<file path="src/status_indicator_pkg.sv">
// Constants, state codes and timing for the network node status indicator.
// Operation
// RL1: normal token rotation: activity blinks six per second
// RL2: offline after power-up or duplicate; blink once/second
// RL3: after five seconds offline, attempt normal operation
// RL4: token seen, never received: two pulses, 2 s gap
// RL5: no token found: three pulses, 1.7 s gap
// RL6: duplicate address: four pulses, 1.4 s gap, hold
// RL7: five seconds without duplicate: back to offline
// RL8: error indicator flashes on any external fault
// RL9: pattern timing from clock, restarts on state change
package status_indicator_pkg;

   localparam int unsigned CLOCK_HZ = 50_000_000;
   localparam int unsigned CYC_PER_MS = CLOCK_HZ / 1000;

   // Times in their own units.
   localparam int unsigned SETTLE_MS = 5000;
   localparam int unsigned LOSS_MS = 1000;
   localparam int unsigned NORMAL_RATE_HZ = 6;
   localparam int unsigned OFFLINE_RATE_HZ = 1;
   localparam int unsigned ERROR_RATE_HZ = 2;
   localparam int unsigned BURST_ON_MS = 100;
   localparam int unsigned BURST_OFF_MS = 100;
   localparam int unsigned GAP_NO_RX_MS = 2000;
   localparam int unsigned GAP_NO_TOKEN_MS = 1700;
   localparam int unsigned GAP_DUPLICATE_MS = 1400;

   // Cycle counts derived from the times.
   localparam int unsigned TIMER_W = 28;
   localparam int unsigned SETTLE_CYC = SETTLE_MS * CYC_PER_MS;
   localparam int unsigned LOSS_CYC = LOSS_MS * CYC_PER_MS;
   localparam int unsigned NORMAL_HALF_CYC = CLOCK_HZ / (2 * NORMAL_RATE_HZ);
   localparam int unsigned OFFLINE_HALF_CYC = CLOCK_HZ / (2 * OFFLINE_RATE_HZ);
   localparam int unsigned ERROR_HALF_CYC = CLOCK_HZ / (2 * ERROR_RATE_HZ);
   localparam int unsigned BURST_ON_CYC = BURST_ON_MS * CYC_PER_MS;
   localparam int unsigned BURST_OFF_CYC = BURST_OFF_MS * CYC_PER_MS;
   localparam int unsigned GAP_NO_RX_CYC = GAP_NO_RX_MS * CYC_PER_MS;
   localparam int unsigned GAP_NO_TOKEN_CYC = GAP_NO_TOKEN_MS * CYC_PER_MS;
   localparam int unsigned GAP_DUPLICATE_CYC = GAP_DUPLICATE_MS * CYC_PER_MS;

   localparam int unsigned PCNT_W = 3;
   localparam logic [PCNT_W-1:0] PULSES_SINGLE = 3'h1;
   localparam logic [PCNT_W-1:0] PULSES_NO_RX = 3'h2;
   localparam logic [PCNT_W-1:0] PULSES_NO_TOKEN = 3'h3;
   localparam logic [PCNT_W-1:0] PULSES_DUPLICATE = 3'h4;

   typedef enum logic [2:0] {
      NET_OFFLINE = 3'b000,
      NET_NORMAL = 3'b001,
      NET_NO_RX = 3'b010,
      NET_NO_TOKEN = 3'b011,
      NET_DUPLICATE = 3'b100
   } net_state_t;

   typedef enum logic [1:0] {
      PH_ON = 2'b00,
      PH_OFF = 2'b01,
      PH_GAP = 2'b10
   } blink_phase_t;

endpackage

</file>
<file path="src/blink_sequencer.sv">
// Pulse-burst blink generator: N pulses of on/off time, then an optional gap.
`timescale 1ns/1ps
module blink_sequencer #(
   parameter int unsigned CNT_W = 28
) (
   input wire logic clock,
   input wire logic rst_b,
   input wire logic restart,
   input wire logic [status_indicator_pkg::PCNT_W-1:0] pulseCount,
   input wire logic [CNT_W-1:0] onCycles,
   input wire logic [CNT_W-1:0] offCycles,
   input wire logic [CNT_W-1:0] gapCycles,
   output logic lampOn
);

   status_indicator_pkg::blink_phase_t phase_r;
   logic [CNT_W-1:0] cnt_r;
   logic [status_indicator_pkg::PCNT_W-1:0] pulseIdx_r;
   logic lamp_r;
   logic phaseDone;
   logic lastPulse;

   if (CNT_W < 2) begin : g_bad_width
      $error("blink_sequencer: CNT_W too small");
   end

   assign lampOn = lamp_r;

   always_comb begin
      case (phase_r)
         status_indicator_pkg::PH_ON: phaseDone = (cnt_r == onCycles - 1'b1);
         status_indicator_pkg::PH_OFF: phaseDone = (cnt_r == offCycles - 1'b1);
         status_indicator_pkg::PH_GAP: phaseDone = (cnt_r == gapCycles - 1'b1);
         default: phaseDone = 1'b1;
      endcase
   end

   assign lastPulse = (pulseIdx_r == pulseCount - 1'b1);

   ////////////////////////////////////////////////////////////////////////////////////////////

   // A restart always begins with a lit pulse so a new state shows at once.
   always_ff @(posedge clock or negedge rst_b) begin
      if (!rst_b) begin
         phase_r <= status_indicator_pkg::PH_ON;
         cnt_r <= '0;
         pulseIdx_r <= '0;
         lamp_r <= 1'b0;
      end else if (restart) begin // see RL9
         phase_r <= status_indicator_pkg::PH_ON;
         cnt_r <= '0;
         pulseIdx_r <= '0;
         lamp_r <= 1'b1;
      end else if (!phaseDone) begin
         cnt_r <= cnt_r + 1'b1;
      end else begin
         cnt_r <= '0;
         case (phase_r)
            status_indicator_pkg::PH_ON: begin
               phase_r <= status_indicator_pkg::PH_OFF;
               lamp_r <= 1'b0;
            end
            status_indicator_pkg::PH_OFF: begin
               if (!lastPulse) begin
                  phase_r <= status_indicator_pkg::PH_ON;
                  pulseIdx_r <= pulseIdx_r + 1'b1;
                  lamp_r <= 1'b1;
               end else if (gapCycles == '0) begin
                  phase_r <= status_indicator_pkg::PH_ON;
                  pulseIdx_r <= '0;
                  lamp_r <= 1'b1;
               end else begin
                  phase_r <= status_indicator_pkg::PH_GAP;
               end
            end
            default: begin
               phase_r <= status_indicator_pkg::PH_ON;
               pulseIdx_r <= '0;
               lamp_r <= 1'b1;
            end
         endcase
      end
   end

   ////////////////////////////////////////////////////////////////////////////////////////////

   a_pulse_end: assert property (@(posedge clock) disable iff (!rst_b) // see RL1
      (phase_r == status_indicator_pkg::PH_ON) && phaseDone && !restart |=> !lampOn)
      else $error("Lamp stayed lit past the pulse time.");

   a_gap_dark: assert property (@(posedge clock) disable iff (!rst_b) // see RL4
      (phase_r == status_indicator_pkg::PH_GAP) |-> !lampOn)
      else $error("Lamp lit during the gap.");

endmodule

</file>
<file path="src/network_node_status_indicator.sv">
// Node status indicators: network state tracking and activity/error blink patterns.
`timescale 1ns/1ps
module network_node_status_indicator #(
   parameter logic [status_indicator_pkg::TIMER_W-1:0] SETTLE_CYC =
      status_indicator_pkg::TIMER_W'(status_indicator_pkg::SETTLE_CYC),
   parameter logic [status_indicator_pkg::TIMER_W-1:0] LOSS_CYC =
      status_indicator_pkg::TIMER_W'(status_indicator_pkg::LOSS_CYC),
   parameter logic [status_indicator_pkg::TIMER_W-1:0] NORMAL_HALF_CYC =
      status_indicator_pkg::TIMER_W'(status_indicator_pkg::NORMAL_HALF_CYC),
   parameter logic [status_indicator_pkg::TIMER_W-1:0] OFFLINE_HALF_CYC =
      status_indicator_pkg::TIMER_W'(status_indicator_pkg::OFFLINE_HALF_CYC),
   parameter logic [status_indicator_pkg::TIMER_W-1:0] ERROR_HALF_CYC =
      status_indicator_pkg::TIMER_W'(status_indicator_pkg::ERROR_HALF_CYC),
   parameter logic [status_indicator_pkg::TIMER_W-1:0] BURST_ON_CYC =
      status_indicator_pkg::TIMER_W'(status_indicator_pkg::BURST_ON_CYC),
   parameter logic [status_indicator_pkg::TIMER_W-1:0] BURST_OFF_CYC =
      status_indicator_pkg::TIMER_W'(status_indicator_pkg::BURST_OFF_CYC),
   parameter logic [status_indicator_pkg::TIMER_W-1:0] GAP_NO_RX_CYC =
      status_indicator_pkg::TIMER_W'(status_indicator_pkg::GAP_NO_RX_CYC),
   parameter logic [status_indicator_pkg::TIMER_W-1:0] GAP_NO_TOKEN_CYC =
      status_indicator_pkg::TIMER_W'(status_indicator_pkg::GAP_NO_TOKEN_CYC),
   parameter logic [status_indicator_pkg::TIMER_W-1:0] GAP_DUPLICATE_CYC =
      status_indicator_pkg::TIMER_W'(status_indicator_pkg::GAP_DUPLICATE_CYC)
) (
   input wire logic clock,
   input wire logic rst_b,
   input wire logic tokenReceived,
   input wire logic tokenSeen,
   input wire logic dupAddrSeen,
   input wire logic lineError,
   input wire logic stationPresent,
   input wire logic addrInvalid,
   output logic activityIndicator,
   output logic errorIndicator,
   output status_indicator_pkg::net_state_t netState
);

   localparam int unsigned TW = status_indicator_pkg::TIMER_W;

   status_indicator_pkg::net_state_t state_r;
   status_indicator_pkg::net_state_t state_nxt;
   logic [TW-1:0] timer_r;
   logic gotToken_r;
   logic sawOther_r;
   logic [TW-1:0] errCnt_r;
   logic errLamp_r;
   logic stateChange;
   logic timerClear;
   logic timerDone;
   logic anyFault;
   logic [status_indicator_pkg::PCNT_W-1:0] pulseCount;
   logic [TW-1:0] onCycles;
   logic [TW-1:0] offCycles;
   logic [TW-1:0] gapCycles;

   if (SETTLE_CYC == '0 || LOSS_CYC == '0 || NORMAL_HALF_CYC == '0 ||
       OFFLINE_HALF_CYC == '0 || ERROR_HALF_CYC == '0 || BURST_ON_CYC == '0 ||
       BURST_OFF_CYC == '0) begin : g_bad_timing
      $error("network_node_status_indicator: timing counts must be nonzero");
   end

   assign netState = state_r;
   assign errorIndicator = errLamp_r;
   assign anyFault = lineError | stationPresent | addrInvalid;
   assign stateChange = (state_nxt != state_r);

   // The timer measures time since state entry; a fresh duplicate or a token hand-off
   // restarts it so that it becomes a quiet-time watchdog in those states.
   always_comb begin
      timerClear = stateChange;
      if (state_r == status_indicator_pkg::NET_DUPLICATE && dupAddrSeen) begin
         timerClear = 1'b1;
      end
      if (state_r == status_indicator_pkg::NET_NORMAL && tokenReceived) begin
         timerClear = 1'b1;
      end
   end

   always_comb begin
      case (state_r)
         status_indicator_pkg::NET_NORMAL: timerDone = (timer_r == LOSS_CYC - 1'b1);
         default: timerDone = (timer_r == SETTLE_CYC - 1'b1);
      endcase
   end

   ////////////////////////////////////////////////////////////////////////////////////////////
   // Network state.

   always_comb begin
      state_nxt = state_r;
      if (dupAddrSeen) begin
         state_nxt = status_indicator_pkg::NET_DUPLICATE; // see RL6
      end else begin
         case (state_r)
            status_indicator_pkg::NET_OFFLINE: begin
               if (timerDone) begin // see RL3
                  if (gotToken_r || tokenReceived) begin
                     state_nxt = status_indicator_pkg::NET_NORMAL;
                  end else if (sawOther_r || tokenSeen) begin
                     state_nxt = status_indicator_pkg::NET_NO_RX;
                  end else begin
                     state_nxt = status_indicator_pkg::NET_NO_TOKEN;
                  end
               end
            end
            status_indicator_pkg::NET_NORMAL: begin
               if (timerDone && !tokenReceived) begin
                  if (sawOther_r || tokenSeen) begin
                     state_nxt = status_indicator_pkg::NET_NO_RX; // see RL4
                  end else begin
                     state_nxt = status_indicator_pkg::NET_NO_TOKEN; // see RL5
                  end
               end
            end
            status_indicator_pkg::NET_NO_RX: begin
               if (tokenReceived) begin
                  state_nxt = status_indicator_pkg::NET_NORMAL;
               end
            end
            status_indicator_pkg::NET_NO_TOKEN: begin
               if (tokenReceived) begin
                  state_nxt = status_indicator_pkg::NET_NORMAL;
               end else if (tokenSeen) begin
                  state_nxt = status_indicator_pkg::NET_NO_RX; // see RL4
               end
            end
            status_indicator_pkg::NET_DUPLICATE: begin
               if (timerDone) begin
                  state_nxt = status_indicator_pkg::NET_OFFLINE; // see RL7
               end
            end
            default: state_nxt = status_indicator_pkg::NET_OFFLINE;
         endcase
      end
   end

   always_ff @(posedge clock or negedge rst_b) begin
      if (!rst_b) begin
         state_r <= status_indicator_pkg::NET_OFFLINE; // see RL2
      end else begin
         state_r <= state_nxt;
      end
   end

   always_ff @(posedge clock or negedge rst_b) begin
      if (!rst_b) begin
         timer_r <= '0;
      end else if (timerClear) begin
         timer_r <= '0;
      end else if (!timerDone) begin
         timer_r <= timer_r + 1'b1;
      end
   end

   // Token history over the current window; an event in the clearing cycle is kept.
   always_ff @(posedge clock or negedge rst_b) begin
      if (!rst_b) begin
         gotToken_r <= 1'b0;
         sawOther_r <= 1'b0;
      end else begin
         gotToken_r <= tokenReceived | (gotToken_r & ~timerClear);
         sawOther_r <= tokenSeen | (sawOther_r & ~timerClear);
      end
   end

   ////////////////////////////////////////////////////////////////////////////////////////////
   // Activity pattern per state.

   always_comb begin
      pulseCount = status_indicator_pkg::PULSES_SINGLE;
      onCycles = OFFLINE_HALF_CYC;
      offCycles = OFFLINE_HALF_CYC;
      gapCycles = '0;
      case (state_r)
         status_indicator_pkg::NET_NORMAL: begin
            onCycles = NORMAL_HALF_CYC; // see RL1
            offCycles = NORMAL_HALF_CYC;
         end
         status_indicator_pkg::NET_NO_RX: begin
            pulseCount = status_indicator_pkg::PULSES_NO_RX; // see RL4
            onCycles = BURST_ON_CYC;
            offCycles = BURST_OFF_CYC;
            gapCycles = GAP_NO_RX_CYC;
         end
         status_indicator_pkg::NET_NO_TOKEN: begin
            pulseCount = status_indicator_pkg::PULSES_NO_TOKEN; // see RL5
            onCycles = BURST_ON_CYC;
            offCycles = BURST_OFF_CYC;
            gapCycles = GAP_NO_TOKEN_CYC;
         end
         status_indicator_pkg::NET_DUPLICATE: begin
            pulseCount = status_indicator_pkg::PULSES_DUPLICATE; // see RL6
            onCycles = BURST_ON_CYC;
            offCycles = BURST_OFF_CYC;
            gapCycles = GAP_DUPLICATE_CYC;
         end
         default: begin
            pulseCount = status_indicator_pkg::PULSES_SINGLE; // see RL2
         end
      endcase
   end

   // Restart follows the state change so an old burst never leaks into the new pattern.
   blink_sequencer #(
      .CNT_W(TW)
   ) u_activity (
      .clock(clock),
      .rst_b(rst_b),
      .restart(stateChange), // see RL9
      .pulseCount(pulseCount),
      .onCycles(onCycles),
      .offCycles(offCycles),
      .gapCycles(gapCycles),
      .lampOn(activityIndicator)
   );

   ////////////////////////////////////////////////////////////////////////////////////////////
   // Error indicator.

   always_ff @(posedge clock or negedge rst_b) begin
      if (!rst_b) begin
         errCnt_r <= '0;
         errLamp_r <= 1'b0;
      end else if (!anyFault) begin
         errCnt_r <= '0;
         errLamp_r <= 1'b0;
      end else if (errCnt_r == ERROR_HALF_CYC - 1'b1) begin
         errCnt_r <= '0;
         errLamp_r <= ~errLamp_r; // see RL8
      end else begin
         errCnt_r <= errCnt_r + 1'b1;
      end
   end

   ////////////////////////////////////////////////////////////////////////////////////////////

   a_dup_entry: assert property (@(posedge clock) disable iff (!rst_b) // see RL6
      dupAddrSeen |=> (state_r == status_indicator_pkg::NET_DUPLICATE) && (timer_r == '0))
      else $error("Duplicate address did not enter or rearm the duplicate state.");

   a_dup_exit: assert property (@(posedge clock) disable iff (!rst_b) // see RL7
      (state_r == status_indicator_pkg::NET_DUPLICATE) && (timer_r == SETTLE_CYC - 1'b1)
      && !dupAddrSeen |=> (state_r == status_indicator_pkg::NET_OFFLINE))
      else $error("Duplicate state not left after the quiet time.");

   a_offline_hold: assert property (@(posedge clock) disable iff (!rst_b) // see RL2
      (state_r == status_indicator_pkg::NET_OFFLINE) && (timer_r < SETTLE_CYC - 1'b1)
      && !dupAddrSeen |=> (state_r == status_indicator_pkg::NET_OFFLINE))
      else $error("Offline state left before the listen time.");

   a_offline_exit: assert property (@(posedge clock) disable iff (!rst_b) // see RL3
      (state_r == status_indicator_pkg::NET_OFFLINE) && (timer_r == SETTLE_CYC - 1'b1)
      && !dupAddrSeen |=> (state_r != status_indicator_pkg::NET_OFFLINE))
      else $error("Offline state not left after the listen time.");

   a_normal_keep: assert property (@(posedge clock) disable iff (!rst_b) // see RL1
      (state_r == status_indicator_pkg::NET_NORMAL) && tokenReceived && !dupAddrSeen
      |=> (state_r == status_indicator_pkg::NET_NORMAL) && (timer_r == '0))
      else $error("Token hand-off did not keep normal operation.");

   a_search_seen: assert property (@(posedge clock) disable iff (!rst_b) // see RL5
      (state_r == status_indicator_pkg::NET_NO_TOKEN) && tokenSeen && !tokenReceived
      && !dupAddrSeen |=> (state_r == status_indicator_pkg::NET_NO_RX))
      else $error("Seen token did not move the search state.");

   a_restart_lit: assert property (@(posedge clock) disable iff (!rst_b) // see RL9
      stateChange |=> activityIndicator ##1 (activityIndicator || (onCycles == 1)))
      else $error("Pattern did not restart with a lit pulse.");

   a_err_dark: assert property (@(posedge clock) disable iff (!rst_b) // see RL8
      !anyFault |=> !errorIndicator)
      else $error("Error indicator lit with no fault.");

   a_err_flash: assert property (@(posedge clock) disable iff (!rst_b) // see RL8
      anyFault && (errCnt_r == ERROR_HALF_CYC - 1'b1)
      |=> (errorIndicator != $past(errorIndicator)))
      else $error("Error indicator did not toggle while faulted.");

endmodule

</file>
<file path="config.mk">
export PLATFORM = sky130hd
export DESIGN_NAME = network_node_status_indicator
export DESIGN_NICKNAME = d
export VERILOG_FILES = /design/src/status_indicator_pkg.sv /design/src/blink_sequencer.sv /design/src/network_node_status_indicator.sv
export SDC_FILE = /design/constraint.sdc
export NUM_CORES = 1
export LEC_CHECK = 0
export ABC_AREA = 1
export BUFFER_PORTS_ARGS = -buffer_cell sky130_fd_sc_hd__buf_2
export CAP_MARGIN = 20
export CORE_AREA = 2 2 115 117
export CTS_CLUSTER_DIAMETER = 120
export DETAILED_ROUTE_END_ITERATION = 12
export DIE_AREA = 0 0 117 119
export GPL_ROUTABILITY_DRIVEN = 0
export PLACE_DENSITY = 0.74
export RECOVER_POWER = 25
export SLEW_MARGIN = 30
export SYNTH_ARGS = -nofsm -noshare
export SYNTH_HDL_FRONTEND = slang
export SYNTH_HIERARCHICAL = 1
export SYNTH_SLANG_ARGS = --single-unit
</file>
<file path="constraint.sdc">
create_clock -name clock -period 4.19 [get_ports clock]
set_input_delay 0.838 -clock clock [delete_from_list [all_inputs] [get_ports clock]]
set_output_delay 0.838 -clock clock [all_outputs]
set_load 0.02 [all_outputs]
</file>
==> reports/results.tsv <==
metric	value	unit
Row Count	42	
Lkg Pwr	3.73	nW
Max Cap Violations	1	
initial core utilization	0.585	
synth-to-layout area growth	8.51	%
synth warn	6	
GRT overflow	0	
most common cell after layout, fill and taps aside	nand2_1	
top post-synthesis cells by area	dfrtp_1 32%, nand2_1 16%, nor2_1 8.1%	
Main synth FF type	dfrtp_1	
die area	0.0139	mm^2
CP endpoint kind	register	
post-CTS setup buffer count	0	
Synth area leader	dfrtp_1	
final antenna-violating net count	0	
drc violations	0	
Tmin final	3.66	ns
Seq/Total Area, Yosys	0.319	
fin nets	1199	
clock root buffer	clkbuf_16	
number of enable flip-flop cells after synthesis	0	
critical path data required time	4.43	ns
Peak VDD IR	0.258	mV
max-slew violations	82	
diode count	0	
CP startpoint kind	register	
global-route wire length before repair	30200	um
Setup Skew	0.00486	ns
core area	0.0129	mm^2
Tightest Pin Transition	2.05	ns
vias per inst	5.15	
vias in the first global route	6593	
CTS H-tree lvls	3	
Cell Area, Synth	0.00753	mm^2
Die X	117	um
flops & latches, synth	96	
pwr dens	318	mW/mm^2
commonest cells after routing, fill and taps aside	312 x nand2_1, 163 x nor2_1, 128 x inv_1	
# port buffers	12	
fmax	0.273	GHz
final-report hold violation count	0	
Die Y	119	um
drt pass-1 iters	5	
Slew headroom	-0.370	
Clock Path Buffers	2	
fin area	0.00817	mm^2
post-synthesis async set-or-reset flop share	1.00	
Detailed Route Iter0 Violations	531	
setup TNS	0	ns
outcome	finished, violations left	
total number of vias	7008	
Final Cycle Share	0.874	
Max FO, Critical Path	36	
Clock Latency Late Sink	0.35	ns
antenna violations before repair	0	
placed instance area	0.00787	mm^2
proportion of layout cells with a drive suffix above 1	0.0953	
RSZ-0062 raised after global routing	no	
Worst-path clk slew	0.07	ns
Synth cell types	46	
violated checks	capacitance limit, slew limit	
post-synth top area share	0.319	
Top-Level Pins	13	
final setup violation count	0	
wire per inst	12.9	um
total global-route track usage	0.271	
worst min path class	register to register	
fill cell count	1213	
Crit Path Class	register to register	
Avg Inst Size Synth	6.66	um^2
TritonCTS clock tree	done	
dpl hpwl	13200	um
post-synthesis cell count	1130	
Clock Sinks	96	
final wirelength	17600	um
TritonCTS buffer count	9	
largest net degree at the start of global routing	82	
Worst EP arrival	3.90	ns
routing by layer:
metal | up-vias | global-route usage | wire length [um]
li1 | 3660 | - | -
met1 | 3124 | 0.373 | 8160
met2 | 181 | 0.432 | 8050
met3 | 43 | 0.0316 | 742
met4 | 0 | 0.115 | 620
met5 | - | 0 | 0
kinds of logic (layout without fill, tap and decap cells):
group | after synthesis | after routing | synth area share
compound gates | 57 | 57 | 0.0427
xor+xnor | 68 | 68 | 0.0791
fa+ha+maj | 10 | 10 | 0.0166
buf+inv | 151 | 169 | 0.0871
flops | 96 | 96 | 0.319
mux | 1 | 1 | 0.00133
other cells | 2 | 40 | 0.000998
simple gates | 745 | 745 | 0.453
registers in the layout (all words and copies together), names as in the netlist:
signal,flops
u_activity/cnt_r,28
u_activity/pulseIdx_r,3
sawOther_r,1
netState,3
timer_r,28
gotToken_r,1
errorIndicator,1
errCnt_r,28
u_activity/lampOn,1
u_activity/phase_r,2
cell usage after synthesis, types with 2 or more instances:
| cell type | count |
|---|---|
| ha_1 | 10 |
| buf_6 | 9 |
| nor2_1 | 163 |
| nand3_1 | 96 |
| nand3_2 | 4 |
| nand2_4 | 3 |
| buf_4 | 5 |
| or2_2 | 7 |
| or2_1 | 17 |
| nor2_4 | 8 |
| a21oi_1 | 14 |
| nor4_1 | 11 |
| buf_2 | 2 |
| nand3b_1 | 3 |
| xor2_1 | 47 |
| nor3_2 | 3 |
| nand2_1 | 312 |
| inv_2 | 3 |
| clkbuf_1 | 4 |
| inv_1 | 128 |
| o22ai_1 | 3 |
| or2_0 | 3 |
| dfrtp_1 | 96 |
| nand2_2 | 17 |
| conb_1 | 2 |
| o21bai_1 | 2 |
| a31oi_1 | 3 |
| xnor2_1 | 21 |
| nand4_1 | 32 |
| nor2_2 | 28 |
| o21ai_0 | 27 |
| nor3_1 | 33 |
report_power, final:
| group | switching [mW] | internal [mW] |
|---|---|---|
| sequential | 0.0830 | 0.993 |
| combinational | 0.457 | 0.241 |
| clock | 0.349 | 0.478 |
cell type report:
type                    count  area [um^2]  area share
clock buffers              11          243      0.0297
clock inverters             5         56.3     0.00689
multi-input cells         921         4620       0.566
well taps                 176          220      0.0270
flip-flops and latches     96         2400       0.294
repair buffers             22          131      0.0161
inverters                 131          492      0.0602
worst max-delay path, cell delays in order (launching register included):
cell and delay (ns):
dfrtp_1 0.37, inv_1 0.08, ha_1 0.63, buf_4 0.32, inv_2 0.09, o21ai_0 0.38, nand2_1 0.15, nor2_1 0.13
nand2_1 0.08, nor2_2 0.10, nand3_1 0.11, nand3_1 0.12, nand2_1 0.05, nor2_1 0.09, nand2_1 0.05, nor2_1 0.09
nand2_1 0.16, nand2_8 0.24, nand2_1 0.15, nand2_1 0.08, nand2_1 0.05
stage by stage:
step | util | std cells | setup WS [ns] | power [mW] | hold WS, ns
floorplan | - | 1168 | 0.814 | 1.61 | 0.455
CTS | 0.634 | 1362 | 0.469 | 2.61 | 0.489
detailed placement | 0.611 | 1346 | 0.497 | 1.78 | 0.481
global route | 0.634 | 1362 | 0.0553 | 2.77 | 0.521
global placement | 0.611 | 1346 | 0.508 | 1.77 | 0.477
finish | 0.634 | 1362 | 0.527 | 2.60 | 0.488
worst paths after layout:
path	endpoint	startpoint	cells after the start	slack, ns
setup / recovery	u_activity/pulseIdx_r[0]	u_activity/phase_r[0]	20	0.53
hold / removal	errCnt_r[0]	errCnt_r[0]	1	0.49
setup reg to reg	u_activity/pulseIdx_r[0]	u_activity/phase_r[0]	20	0.53
hold reg to reg	errCnt_r[0]	errCnt_r[0]	1	0.49
max in group asynchronous	timer_r[14]	rst_b	1	1.91
min in group asynchronous	netState[1]	rst_b	1	1.07
timing repair:
action,in CTS,in global routing
hold buffers,0,0
endpoints found under the setup margin,0,3
gates resized for setup,0,1
hold endpoints to repair,0,0
No activity file was read; power rests on OpenSTA's default activity.
